**src/logic/stc_consts.vh**
```
// constants for the sixteen bit timer counter: offsets, fields, reset values, counts
`ifndef STC_CONSTS_VH
`define STC_CONSTS_VH

// ==========================================================
// register byte offsets on the apb bus
`define STC_OFS_CTRL        12'h000
`define STC_OFS_COUNT_LOW   12'h004
`define STC_OFS_COUNT_HIGH  12'h008
`define STC_OFS_IRQ_STATUS  12'h00c
`define STC_OFS_IRQ_MASK    12'h010

// ==========================================================
// counter_control field positions
`define STC_CTRL_RUN        0
`define STC_CTRL_CS         1
`define STC_CTRL_SYNC_BYP   2
`define STC_CTRL_OSC_EN     3
`define STC_CTRL_PS_LO      4
`define STC_CTRL_PS_HI      5
`define STC_CTRL_OSC_STAT   6
`define STC_CTRL_WIDE       7

// ==========================================================
// prescale codes
`define STC_PS_DIV1         2'h0
`define STC_PS_DIV2         2'h1
`define STC_PS_DIV4         2'h2
`define STC_PS_DIV8         2'h3

// ==========================================================
// reset values and maximum count
`define STC_CTRL_RESET      8'h00
`define STC_COUNT_RESET     16'h0000
`define STC_MASK_RESET      1'h0
`define STC_COUNT_MAX       16'hffff

// ==========================================================
// timing: instruction cycle is four core clocks
`define STC_INST_DIV        2'h3

`endif

```
**src/logic/stc_timer.v**
```verilog
// sixteen bit timer counter with apb register access and overflow interrupt
//
// Summary of operation
// - count only while run_enable is set
// - wide access makes 16-bit transfers atomic
// - osc_clock_status bit 6 reads device clock source
// - prescale codes 11/10/01 divide by 8/4/2
// - osc_enable powers the module oscillator
// - sync_bypass selects unsynchronised external counting
// - internal source counts each instruction cycle
// - external source counts pin or oscillator edges
// - timer, sync counter, async counter modes
// - enabled module forces oscillator pins input
// - count readable and writable as two bytes
// - wrap ffff to 0000 sets overflow flag
// - wide low read latches high byte
// - wide high write buffers; low write loads
// - low write clears prescaler, high does not
//
// The register addresses and the APB interface to the registers were decided locally.
`timescale 1ns/1ps
`default_nettype none
`include "stc_consts.vh"

module stc_timer
(
  input  wire        pclk,
  input  wire        presetn,
  input  wire        psel,
  input  wire        penable,
  input  wire        pwrite,
  input  wire [11:0] paddr,
  input  wire [31:0] pwdata,
  output wire        pready,
  output wire        pslverr,
  output reg  [31:0] prdata,
  input  wire        ext_clock_pin,
  input  wire        osc_in_pin,
  input  wire        sys_clk_from_osc,
  input  wire [1:0]  port_c_direction,
  output wire [1:0]  port_c_oe,
  output wire        osc_power_en,
  output wire        irq
);

  // ==========================================================
  // registers
  reg  [7:0]  ctrl_r;
  reg  [15:0] count_r;
  reg  [7:0]  high_buf_r;
  reg         overflow_flag_r;
  reg         mask_r;
  reg  [31:0] rd_nxt;
  reg         rd_hit;
  reg  [7:0]  snap_high_r;   // live high byte at read setup
  reg         snap_flag_r;   // flag value returned by a status read
  reg  [1:0]  inst_cnt_r;
  reg         sync_pend_r;

  wire        run_enable          = ctrl_r[`STC_CTRL_RUN];
  wire        clock_source_select = ctrl_r[`STC_CTRL_CS];
  wire        sync_bypass         = ctrl_r[`STC_CTRL_SYNC_BYP];
  wire        osc_enable          = ctrl_r[`STC_CTRL_OSC_EN];
  wire [1:0]  input_prescale_select = ctrl_r[`STC_CTRL_PS_HI:`STC_CTRL_PS_LO];
  wire        wide_access_enable  = ctrl_r[`STC_CTRL_WIDE];

  // ==========================================================
  // apb decode: zero wait states, error on unmapped offsets
  wire setup   = psel & ~penable;
  wire access  = psel & penable;
  wire wr      = access & pwrite;
  wire rd      = access & ~pwrite;
  wire sel_ctl = (paddr == `STC_OFS_CTRL);
  wire sel_lo  = (paddr == `STC_OFS_COUNT_LOW);
  wire sel_hi  = (paddr == `STC_OFS_COUNT_HIGH);
  wire sel_st  = (paddr == `STC_OFS_IRQ_STATUS);
  wire sel_msk = (paddr == `STC_OFS_IRQ_MASK);
  wire mapped  = sel_ctl | sel_lo | sel_hi | sel_st | sel_msk;

  // every register answers at once, so no wait state is ever inserted;
  // an unmapped offset still completes, with an error and zero data
  assign pready  = 1'b1;
  assign pslverr = access & ~mapped;

  wire wr_ctl = wr & sel_ctl;
  wire wr_lo  = wr & sel_lo;
  wire wr_hi  = wr & sel_hi;
  wire wr_msk = wr & sel_msk;
  wire rd_lo  = rd & sel_lo;
  wire rd_st  = rd & sel_st;

  // ==========================================================
  // pin inputs: all pass two flops before use
  wire ext_rise;
  wire osc_rise;
  wire osc_stat_sync;

  stc_edge_sync u_ext_sync
  (
    .pclk      (pclk),
    .presetn   (presetn),
    .pin_in    (ext_clock_pin),
    .level_out (),
    .rise_out  (ext_rise)
  );

  stc_edge_sync u_osc_sync
  (
    .pclk      (pclk),
    .presetn   (presetn),
    .pin_in    (osc_in_pin),
    .level_out (),
    .rise_out  (osc_rise)
  );

  stc_edge_sync u_stat_sync
  (
    .pclk      (pclk),
    .presetn   (presetn),
    .pin_in    (sys_clk_from_osc),
    .level_out (osc_stat_sync),
    .rise_out  ()
  );

  // ==========================================================
  // oscillator power and pin direction override
  assign osc_power_en = osc_enable;
  // oe high drives the pin; a set direction bit means input.
  // while counting the module never drives its oscillator pins, so a
  // crystal or an external source cannot fight the port output
  assign port_c_oe    = run_enable ? 2'h0 : ~port_c_direction;

  // ==========================================================
  // instruction cycle strobe: one core clock in four
  always @(posedge pclk or negedge presetn)
  begin
    if (!presetn)
      inst_cnt_r <= 2'h0;
    else
      inst_cnt_r <= inst_cnt_r + 2'h1;
  end

  // the divider runs free from reset, so the first internal increment
  // after run_enable rises may come anywhere in the next four clocks
  wire inst_tick = (inst_cnt_r == `STC_INST_DIV);

  // ==========================================================
  // source selection; the oscillator replaces the pin when enabled
  wire ext_edge = osc_enable ? osc_rise : ext_rise;

  // synchronous counter mode holds an edge until the next
  // instruction cycle; asynchronous mode counts it at once.
  // trade-off: holding only one pending edge means pin edges closer
  // than an instruction cycle are merged in synchronous mode
  always @(posedge pclk or negedge presetn)
  begin
    if (!presetn)
      sync_pend_r <= 1'b0;
    else if (inst_tick)
      sync_pend_r <= 1'b0;
    else if (ext_edge)
      sync_pend_r <= 1'b1;
  end

  reg src_event;

  // mode select from clock_source_select and sync_bypass
  always @*
  begin
    if (!clock_source_select)
      src_event = inst_tick;
    else if (sync_bypass)
      src_event = ext_edge;
    else
      src_event = inst_tick & (sync_pend_r | ext_edge);
  end

  // ==========================================================
  // prescaler; a low byte write restarts it.
  // limitation: lowering the ratio while counting can leave the count
  // past the new terminal value; it then wraps once before dividing
  wire tick;

  stc_prescaler u_pre
  (
    .pclk      (pclk),
    .presetn   (presetn),
    .clear     (wr_lo),
    .ratio_sel (input_prescale_select),
    .event_in  (src_event & run_enable),
    .event_out (tick)
  );

  wire incr = tick & run_enable;
  wire wrap = incr & (count_r == `STC_COUNT_MAX);

  // ==========================================================
  // counter; a software write wins over a same-cycle increment,
  // so the value written is exactly the value counting resumes from
  always @(posedge pclk or negedge presetn)
  begin
    if (!presetn)
      count_r <= `STC_COUNT_RESET;
    else if (wr_lo && wide_access_enable)
      count_r <= {high_buf_r, pwdata[7:0]};
    else if (wr_lo)
      count_r <= {count_r[15:8], pwdata[7:0]};
    else if (wr_hi && !wide_access_enable)
      count_r <= {pwdata[7:0], count_r[7:0]};
    else if (incr)
      count_r <= count_r + 16'h0001;
  end

  // ==========================================================
  // high byte buffer used only with wide access.
  // hazard: one buffer serves both directions, so a low read between a
  // high write and a low write replaces the value software wrote
  always @(posedge pclk or negedge presetn)
  begin
    if (!presetn)
      high_buf_r <= 8'h00;
    else if (wr_hi && wide_access_enable)
      high_buf_r <= pwdata[7:0];
    else if (rd_lo && wide_access_enable)
      high_buf_r <= snap_high_r;
  end

  // ==========================================================
  // control and mask; status bit 6 is not writable
  always @(posedge pclk or negedge presetn)
  begin
    if (!presetn)
    begin
      ctrl_r <= `STC_CTRL_RESET;
      mask_r <= `STC_MASK_RESET;
    end
    else
    begin
      if (wr_ctl)
        ctrl_r <= pwdata[7:0] & 8'hbf;
      if (wr_msk)
        mask_r <= pwdata[0];
    end
  end

  // ==========================================================
  // overflow flag: set wins over the clear by a status read;
  // only a flag value that was returned is cleared, so software
  // never loses a wrap that lands between setup and access
  always @(posedge pclk or negedge presetn)
  begin
    if (!presetn)
      overflow_flag_r <= 1'b0;
    else if (wrap)
      overflow_flag_r <= 1'b1;
    else if (rd_st && snap_flag_r)
      overflow_flag_r <= 1'b0;
  end

  assign irq = overflow_flag_r & mask_r;

  // ==========================================================
  // read mux evaluated in the setup phase; unmapped offsets and the
  // unused upper bits of every register read as zero
  always @*
  begin
    rd_nxt = 32'h0000_0000;
    rd_hit = 1'b1;
    case (paddr)
      `STC_OFS_CTRL:
        rd_nxt[7:0] = {ctrl_r[7], osc_stat_sync, ctrl_r[5:0]};
      `STC_OFS_COUNT_LOW:
        rd_nxt[7:0] = count_r[7:0];
      `STC_OFS_COUNT_HIGH:
        rd_nxt[7:0] = wide_access_enable ? high_buf_r : count_r[15:8];
      `STC_OFS_IRQ_STATUS:
        rd_nxt[0] = overflow_flag_r;
      `STC_OFS_IRQ_MASK:
        rd_nxt[0] = mask_r;
      default:
        rd_hit = 1'b0;
    endcase
  end

  // ==========================================================
  // read data and snapshots are taken at the setup edge so the
  // low byte and the latched high byte come from the same count
  always @(posedge pclk or negedge presetn)
  begin
    if (!presetn)
    begin
      prdata      <= 32'h0000_0000;
      snap_high_r <= 8'h00;
      snap_flag_r <= 1'b0;
    end
    else if (setup && !pwrite)
    begin
      prdata      <= rd_hit ? rd_nxt : 32'h0000_0000;
      snap_high_r <= count_r[15:8];
      snap_flag_r <= overflow_flag_r;
    end
  end

endmodule
`default_nettype wire

```
**src/logic/stc_edge_sync.v**
```verilog
// two flop synchroniser with rising edge detect for one pin input
`timescale 1ns/1ps
`default_nettype none

module stc_edge_sync
(
  input  wire pclk,
  input  wire presetn,
  input  wire pin_in,
  output wire level_out,
  output wire rise_out
);

  reg meta_r;
  reg sync_r;
  reg last_r;

  // ==========================================================
  // synchroniser; only sync_r reads meta_r
  always @(posedge pclk or negedge presetn)
  begin
    if (!presetn)
    begin
      meta_r <= 1'b0;
      sync_r <= 1'b0;
      last_r <= 1'b0;
    end
    else
    begin
      meta_r <= pin_in;
      sync_r <= meta_r;
      last_r <= sync_r;
    end
  end

  assign level_out = sync_r;
  assign rise_out  = sync_r & ~last_r;  // one cycle pulse per rising edge

endmodule
`default_nettype wire

```
**src/logic/stc_prescaler.v**
```verilog
// 1/2/4/8 event prescaler with synchronous clear
`timescale 1ns/1ps
`default_nettype none
`include "stc_consts.vh"

module stc_prescaler
(
  input  wire       pclk,
  input  wire       presetn,
  input  wire       clear,
  input  wire [1:0] ratio_sel,
  input  wire       event_in,
  output reg        event_out
);

  reg [2:0] pre_cnt_r;
  reg [2:0] last_val;

  // ==========================================================
  // terminal value per ratio code
  always @*
  begin
    case (ratio_sel)
      `STC_PS_DIV2: last_val = 3'h1;
      `STC_PS_DIV4: last_val = 3'h3;
      `STC_PS_DIV8: last_val = 3'h7;
      default:      last_val = 3'h0;  // undivided
    endcase
    event_out = event_in & (pre_cnt_r == last_val);
  end

  // ==========================================================
  // count events; a clear wins over a concurrent event
  always @(posedge pclk or negedge presetn)
  begin
    if (!presetn)
      pre_cnt_r <= 3'h0;
    else if (clear)
      pre_cnt_r <= 3'h0;
    else if (event_in)
      pre_cnt_r <= (pre_cnt_r == last_val) ? 3'h0 : pre_cnt_r + 3'h1;
  end

endmodule
`default_nettype wire

```
**config.mk**
```make
export PLATFORM = sky130hd
export DESIGN_NAME = stc_timer
export DESIGN_NICKNAME = d
export VERILOG_FILES = /design/src/logic/stc_timer.v /design/src/logic/stc_edge_sync.v /design/src/logic/stc_prescaler.v
export VERILOG_INCLUDE_DIRS = /design/src /design/src/logic
export SDC_FILE = /design/constraint.sdc
export NUM_CORES = 1
export LEC_CHECK = 0
export BUFFER_PORTS_ARGS = -buffer_cell sky130_fd_sc_hd__buf_4
export CAP_MARGIN = 20
export CORE_MARGIN = 2
export CORE_UTILIZATION = 50
export DETAILED_ROUTE_END_ITERATION = 16
export PLACE_DENSITY = 0.86
export SYNTH_ARGS = -nofsm -noshare
export SYNTH_HDL_FRONTEND = slang
export SYNTH_SLANG_ARGS = --single-unit
```
**constraint.sdc**
```tcl
create_clock -name pclk -period 2.5 [get_ports pclk]
set_input_delay 0.375 -clock pclk [delete_from_list [all_inputs] [get_ports pclk]]
set_output_delay 0.375 -clock pclk [all_outputs]
set_load 0.01 [all_outputs]
```
Yosys cells after proc, flatten, opt, wreduce, memory -nomap -nowiden
Cells that the tools add are included.
{ "word_totals": {"ff_bits": 88, "inputBits": 54, "output_inout_bits": 38, "wordCells": 106} }
{ "op_classes": {"n_eq_ne": 12, "muxes": 23, "n_addsub": 3, "bitwise_logic": 30, "reduce_logical": 18} }
{ "ops": {"columns": ["op", "n"], "rows": [
  ["16-bit two-way mux", 4],
  ["8-bit two-way mux", 4],
  ["12-bit by 4-bit == test with 1-bit output (second input constant)", 2],
  ["7-bit case mux with 3 select lines", 1],
  ["1-bit bitwise AND", 19],
  ["16-bit by 1-bit adder with 16-bit output (second input constant)", 1],
  ["16-bit == test (second input constant)", 1],
  ["12-bit by 3-bit == test with 1-bit output (second input constant)", 1],
  ["12-bit by 5-bit == test with 1-bit output (second input constant)", 1],
  ["12-bit logical NOT", 1],
  ["3-bit two-way mux", 3],
  ["3-bit case mux with 3 select lines", 1],
  ["1-bit two-way mux", 8],
  ["2-bit nonzero test", 4],
  ["2-bit == test (second input constant)", 3],
  ["1-bit logical AND", 6],
  ["3-bit nonzero test", 2],
  ["1-bit NOT", 5],
  ["1-bit bitwise OR", 5],
  ["1-bit case mux with 5 select lines", 1],
  ["5-bit OR reduction", 1],
  ["2-bit AND reduction", 2],
  ["3-bit by 1-bit adder with 3-bit output (second input constant)", 1],
  ["3-bit == test", 1],
  ["7 further kinds", 8]
]} }

Logic depth before layout (Yosys ltp)
{ "depth": {"ltp_word": 14, "ltp_mapped": 8, "ltp_nobuf": 7} }

Hierarchy
From an unflattened synthesis, not the netlist that was laid out.
{ "hier_totals": {"hier_cells": 402, "area_unflattened_um2": 3717.3} }
{ "modules_own_cells": {"columns": ["mod", "seq_area_each_um2", "cells_per_inst", "n_inst", "area_per_inst_um2"], "rows": [
  ["stc_timer", 1326.3, 367, 1, 3223.1],
  ["stc_edge_sync", 75.1, 4, 3, 88.8],
  ["stc_prescaler", 75.1, 23, 1, 227.7]
]} }

Worst setup path after synthesis
OpenSTA, ideal clock, no wires.
{ "synth_path": {"kind": "input to register", "startpoint": "input port paddr[9]", "endpoint": "register count_r[8]", "t_required_ns": 2.375, "n_path_buf": 1, "setup_ns": 0.125, "arrival_ns": 2.097, "cell_stages": 7, "path_slack_ns": 0.278, "path_cell_list": "nor4_4 nand4_4 nor3_1 buf_2 mux2i_1 o21ai_0 mux2_4"} }
{ "synth_via": {"elab_chain_cells": 6, "elab_cells_between_ends": 12, "cone_classes": "eq/ne: 3; mux: 3; bitwise: 2; reduce/logical: 4"} }
{ "synth_rtl": {"columns": ["item", "line_no", "rtl"], "rows": [
  ["from (decl)", "stc_timer.v:32", "input wire [11:0] paddr,"],
  ["12-bit by 4-bit == test with 1-bit output", null, null],
  ["1-bit bitwise AND", "stc_timer.v:87", "wire wr_hi = wr & sel_hi;"],
  ["1-bit logical AND", "stc_timer.v:208", "else if (wr_hi && !wide_access_enable)"],
  ["16-bit two-way mux", "stc_timer.v:208", null],
  ["16-bit two-way mux", "stc_timer.v:206", "else if (wr_lo)"],
  ["16-bit two-way mux", "stc_timer.v:204", "else if (wr_lo && wide_access_enable)"],
  ["to (signal assigned)", "stc_timer.v:205", "count_r <= {high_buf_r, pwdata[7:0]};"],
  ["to (signal assigned)", "stc_timer.v:207", "count_r <= {count_r[15:8], pwdata[7:0]};"],
  ["to (signal assigned)", "stc_timer.v:209", "count_r <= {pwdata[7:0], count_r[7:0]};"],
  ["to (decl)", "stc_timer.v:49", "reg [15:0] count_r;"]
]} }
Several ways; a longest one is shown, not always the timed one. The select of a mux whose other input is x is not followed.
A chain may end at the register's enable or synchronous reset.

Worst setup path in the final report
{ "layout_path": {"startpoint": "register ctrl_r[3]", "endpoint": "register count_r[4]"} }
{ "layout_via": {"elab_chain_cells": 10} }
{ "layout_rtl": {"columns": ["item", "line_no", "rtl"], "rows": [
  ["from (decl)", "stc_timer.v:48", "reg [7:0] ctrl_r;"],
  ["from (signal assigned)", "stc_timer.v:234", "ctrl_r <= `STC_CTRL_RESET;"],
  ["from (signal assigned)", "stc_timer.v:240", "ctrl_r <= pwdata[7:0] & 8'hbf;"],
  ["1-bit two-way mux (*)", "stc_timer.v:149", "wire ext_edge = osc_enable ? osc_rise : ext_rise;"],
  ["1-bit bitwise OR", "stc_timer.v:175", "src_event = inst_tick & (sync_pend_r | ext_edge);"],
  ["1-bit bitwise AND", "stc_timer.v:175", null],
  ["1-bit two-way mux (*)", "stc_timer.v:172", "else if (sync_bypass)"],
  ["1-bit two-way mux (*)", "stc_timer.v:170", "if (!clock_source_select)"],
  ["1-bit bitwise AND (*)", "stc_timer.v:190", ".event_in (src_event & run_enable),"],
  ["1-bit bitwise AND (*)", "stc_prescaler.v:29", "event_out = event_in & (pre_cnt_r == last_val);"],
  ["1-bit bitwise AND (*)", "stc_timer.v:194", "wire incr = tick & run_enable;"],
  ["3-bit nonzero test (no source line) (*)", null, null],
  ["2-bit AND reduction (no source line) (*)", null, null],
  ["to (signal assigned)", "stc_timer.v:203", "count_r <= `STC_COUNT_RESET;"],
  ["to (signal assigned)", "stc_timer.v:205", null],
  ["to (signal assigned)", "stc_timer.v:207", null]
]} }
Mark *: on every way between the ends. The rest lies on a longest branch, timed or not.

==> results.tsv <==
metric	value	unit
Final nets	491	
Synth Instances	382	
later-pin clock latency in the skew report	0.35	ns
Clock Tree Buf Depth	2	
Final Hold Viols	0	
Fin Setup TNS	0	ns
die area	0.00796	mm2
switch share	0.227	
TritonCTS Buffers	9	
grt total ovfl	0	
post-route ant nets	0	
Worst VDD drop	0.245	mV
multiplexer share of the synthesized area	0.0762	
HPWL Detailed	6290	um
mapped cell area	0.00363	mm2
critical path class	reg2reg	
die height	89.2	um
cts repair resizes	0	
CTS tree	done	
Antenna diodes	0	
gr usage total	0.236	
antenna violations before repair	0	
Synth top area share	0.441	
Synth Area in Compound Gates	0.149	
crit share post-route	0.880	
actual slew at the worst max-slew pin	0.802	ns
vias in the first global route	3005	
Post-Synth Adder-Cell Area	0.0103	
end-of-flow core utilization	0.592	
Yosys warnings	0	
placer congestion estimate	0.886	
Post-Route WL	8570	um
Comb pwr share	0.063	
Ports	92	
Crit Path Max Fanout	9	
Detailed Route Iter0 Violations	263	
fraction of layout cells with a size suffix above 1	0.223	
setup bufs post-CTS	0	
clk sinks	64	
HP Class	in2async	
Yosys cell types	59	
Int Pwr	1690	uW
top_reg_cell synth	dfrtp_1	
vias post-DR	3064	
Sequential Power Share	0.484	
Crit-path slowest cell	or4_1	
Clk network pwr share	0.454	
design area	0.00423	mm2
Seq/Total Area, Yosys	0.441	
largest net degree at the start of global routing	65	
Starting Density	0.509	
Buf/Inv on CP	1	
Avg Cell Area, Syn	9.51	um2
drt drc	0	
Post-Synth XOR/XNOR Area	0.00965	
fmax	454	MHz
area post-placement	0.00401	mm2
RSZ-0062 raised after global routing	false	
flops & latches, synth	64	
CP delay by family, top	simple AND/OR/NAND/NOR gates	
leading post-synthesis cells by cell area	dfrtp_1 (44%), nand2_1 (6.6%), buf_4 (5.4%)	
Pleak	0.00182	uW
CP cell instances	or3b_1, a211oi_2, a2bb2oi_2, nand2b_1, buf_4, or4_1, nand3_1	
largest family of logic cells by synthesized area	simple AND/OR/NAND/NOR gates	
routed len/inst	15.9	um
# setup viols final	0	
row count	31	
post-synthesis simple-gate area fraction	0.227	
Clock H-tree levels	3	
first-pass GRT wire length	14200	um
Critical Path AT	2.48	ns
Max-cap violations	0	
worst clock skew	0.00874	ns
status	finished clean	
startpoint types	flop	
slowest cell delay on critical path	0.47	ns
slew margin rel.	0.465	
Slew Viols, Final	0	
port buffer count	42	
async set or reset register ratio after synthesis	1.00	
CTS Hold Bufs	0	
Post-synth EDFFs	0	
area leader, netlist	dfrtp_1	
vias per cell	5.70	
core area	0.00714	mm2
fillers	633	
die width	89.2	um
Reg clk slew, reported paths	0.07	ns
root buffer cell	clkbuf_8	
Pre-antenna DRT Iters	5	
CP Capture Type	flop	
Area Overhead vs Synth	16.4	%
Tmin final	2.20	ns
required time of the critical path	2.78	ns
Psw	495	uW
power per cell area	516	mW/mm2
==> area by class of cell <==
cell class	count	area, um2	area share
Clock buffer	11	141	0.0334
Clock inverter	5	80.1	0.0189
Inverter	10	37.5	0.00888
Multi-Input combinational cell	291	1810	0.428
Sequential cell	64	1600	0.379
Tap cell	99	124	0.0293
Timing Repair Buffer	58	435	0.103
==> per-stage QoR <==
stage | total power, uW | instances | hold WS [ns] | worst slack [ns]
2_1_floorplan | 1150 | 405 | 0.0794 | 0.278
3_3_place_gp | 1210 | 522 | 0.332 | 0.212
3_5_place_dp | 1210 | 522 | 0.336 | 0.172
4_1_cts | 2200 | 538 | 0.116 | 0.296
5_1_grt | 2250 | 538 | 0.118 | 0.159
6_report | 2180 | 538 | 0.109 | 0.300
==> routing by layer <==
layer	up-vias	global-route usage	wire length [um]
met4	0	0.118	297
met2	127	0.378	4050
met1	1481	0.305	3720
met5	-	0	0
met3	27	0.0489	509
li1	1429	-	-
==> cells by family after synthesis <==
kind of cell | after synthesis
compound gates | 80
xor+xnor | 4
fa+ha+maj | 3
buf+inv | 50
flops | 64
mux | 26
other cells | 2
simple gates | 153
==> sequential cells by signal (all words and copies together) (netlist names), 2 cells and up <==
register / cells
u_pre.pre_cnt_r: 3
snap_high_r: 8
count_r: 16
inst_cnt_r: 2
ctrl_r: 7
high_buf_r: 8
prdata: 8
==> path summary, 6_finish.rpt <==
path / to / start / slack (ns) / cells after the start
setup / recovery: count_r[4] / ctrl_r[3] / 0.30 / 7
hold / removal: u_ext_sync.meta_r / presetn / 0.11 / 1
setup reg to reg: count_r[4] / ctrl_r[3] / 0.30 / 7
hold reg to reg: u_osc_sync.level_out / u_osc_sync.meta_r / 0.35 / 0
max in group asynchronous: high_buf_r[5] / presetn / 1.85 / 1
min in group pclk: u_stat_sync.meta_r / sys_clk_from_osc / 0.13 / 1
==> power by group through the flow <==
stage	sequential (uW)	clock (uW)	combinational [uW]
2_1_floorplan	1070	0	80.5
3_3_place_gp	1070	0	135
3_5_place_dp	1070	0	138
4_1_cts	1050	1000	139
5_1_grt	1060	1040	155
6_report	1050	989	137
==> worst reg2reg max path, stage by stage (launching register included) <==
cell and delay, ns:
dfrtp_1 0.37, or3b_1 0.41, a211oi_2 0.31, a2bb2oi_2 0.20
nand2b_1 0.09, buf_4 0.17, or4_1 0.47, nand3_1 0.10
==> synth_stat cells (2+ instances only) <==
master     n
nand2_1   64
mux2i_1   16
a32oi_1    2
or2_2      2
a221o_1    2
o21ai_0   34
xor2_1     3
o211ai_1   4
buf_6      2
buf_4     26
nand3_1   10
nor4_4     4
nand4_1    3
a31oi_1    5
and3_1     3
nor4b_1    2
nor3b_1    2
clkbuf_1   6
buf_2      6
a221oi_1  12
a21oi_1    8
or4_1      4
conb_1     2
o311ai_0   2
dfrtp_1   64
mux2_2     9
nand2b_1   3
and2_1     2
inv_1      9
nor3_1    11
nor2_1    24
o21a_1     2
nor4_1     3
ha_1       3
nand3b_1   4
==> placed cells by master, fill, tap and decap left out, drive strengths merged, types with 2 or more instances in the layout <==
cell / Yosys / layout
a221oi: 12 / 12
and4: 2 / 2
nor2: 24 / 24
a32oi: 2 / 2
a221o: 2 / 2
nor4b: 2 / 2
bufinv: 0 / 2
a21oi: 8 / 8
or4: 4 / 4
and3: 3 / 3
nor4: 7 / 7
or2: 2 / 2
dfrtp: 64 / 64
nand3b: 5 / 5
a211oi: 3 / 3
o211ai: 4 / 4
nand3: 10 / 10
conb: 2 / 25
ha: 3 / 3
xor2: 3 / 3
o311ai: 2 / 2
nand2b: 3 / 3
o21a: 2 / 2
nor3: 12 / 12
nand4: 4 / 4
or3b: 2 / 2
buf: 34 / 58
o21ai: 35 / 35
and2: 3 / 3
nor3b: 2 / 2
clkinvlp: 0 / 2
nand2: 64 / 64
mux2i: 16 / 16
clkbuf: 6 / 11
mux2: 10 / 10
a31oi: 5 / 5
inv: 10 / 10
Power figures use the tool's default switching activity.
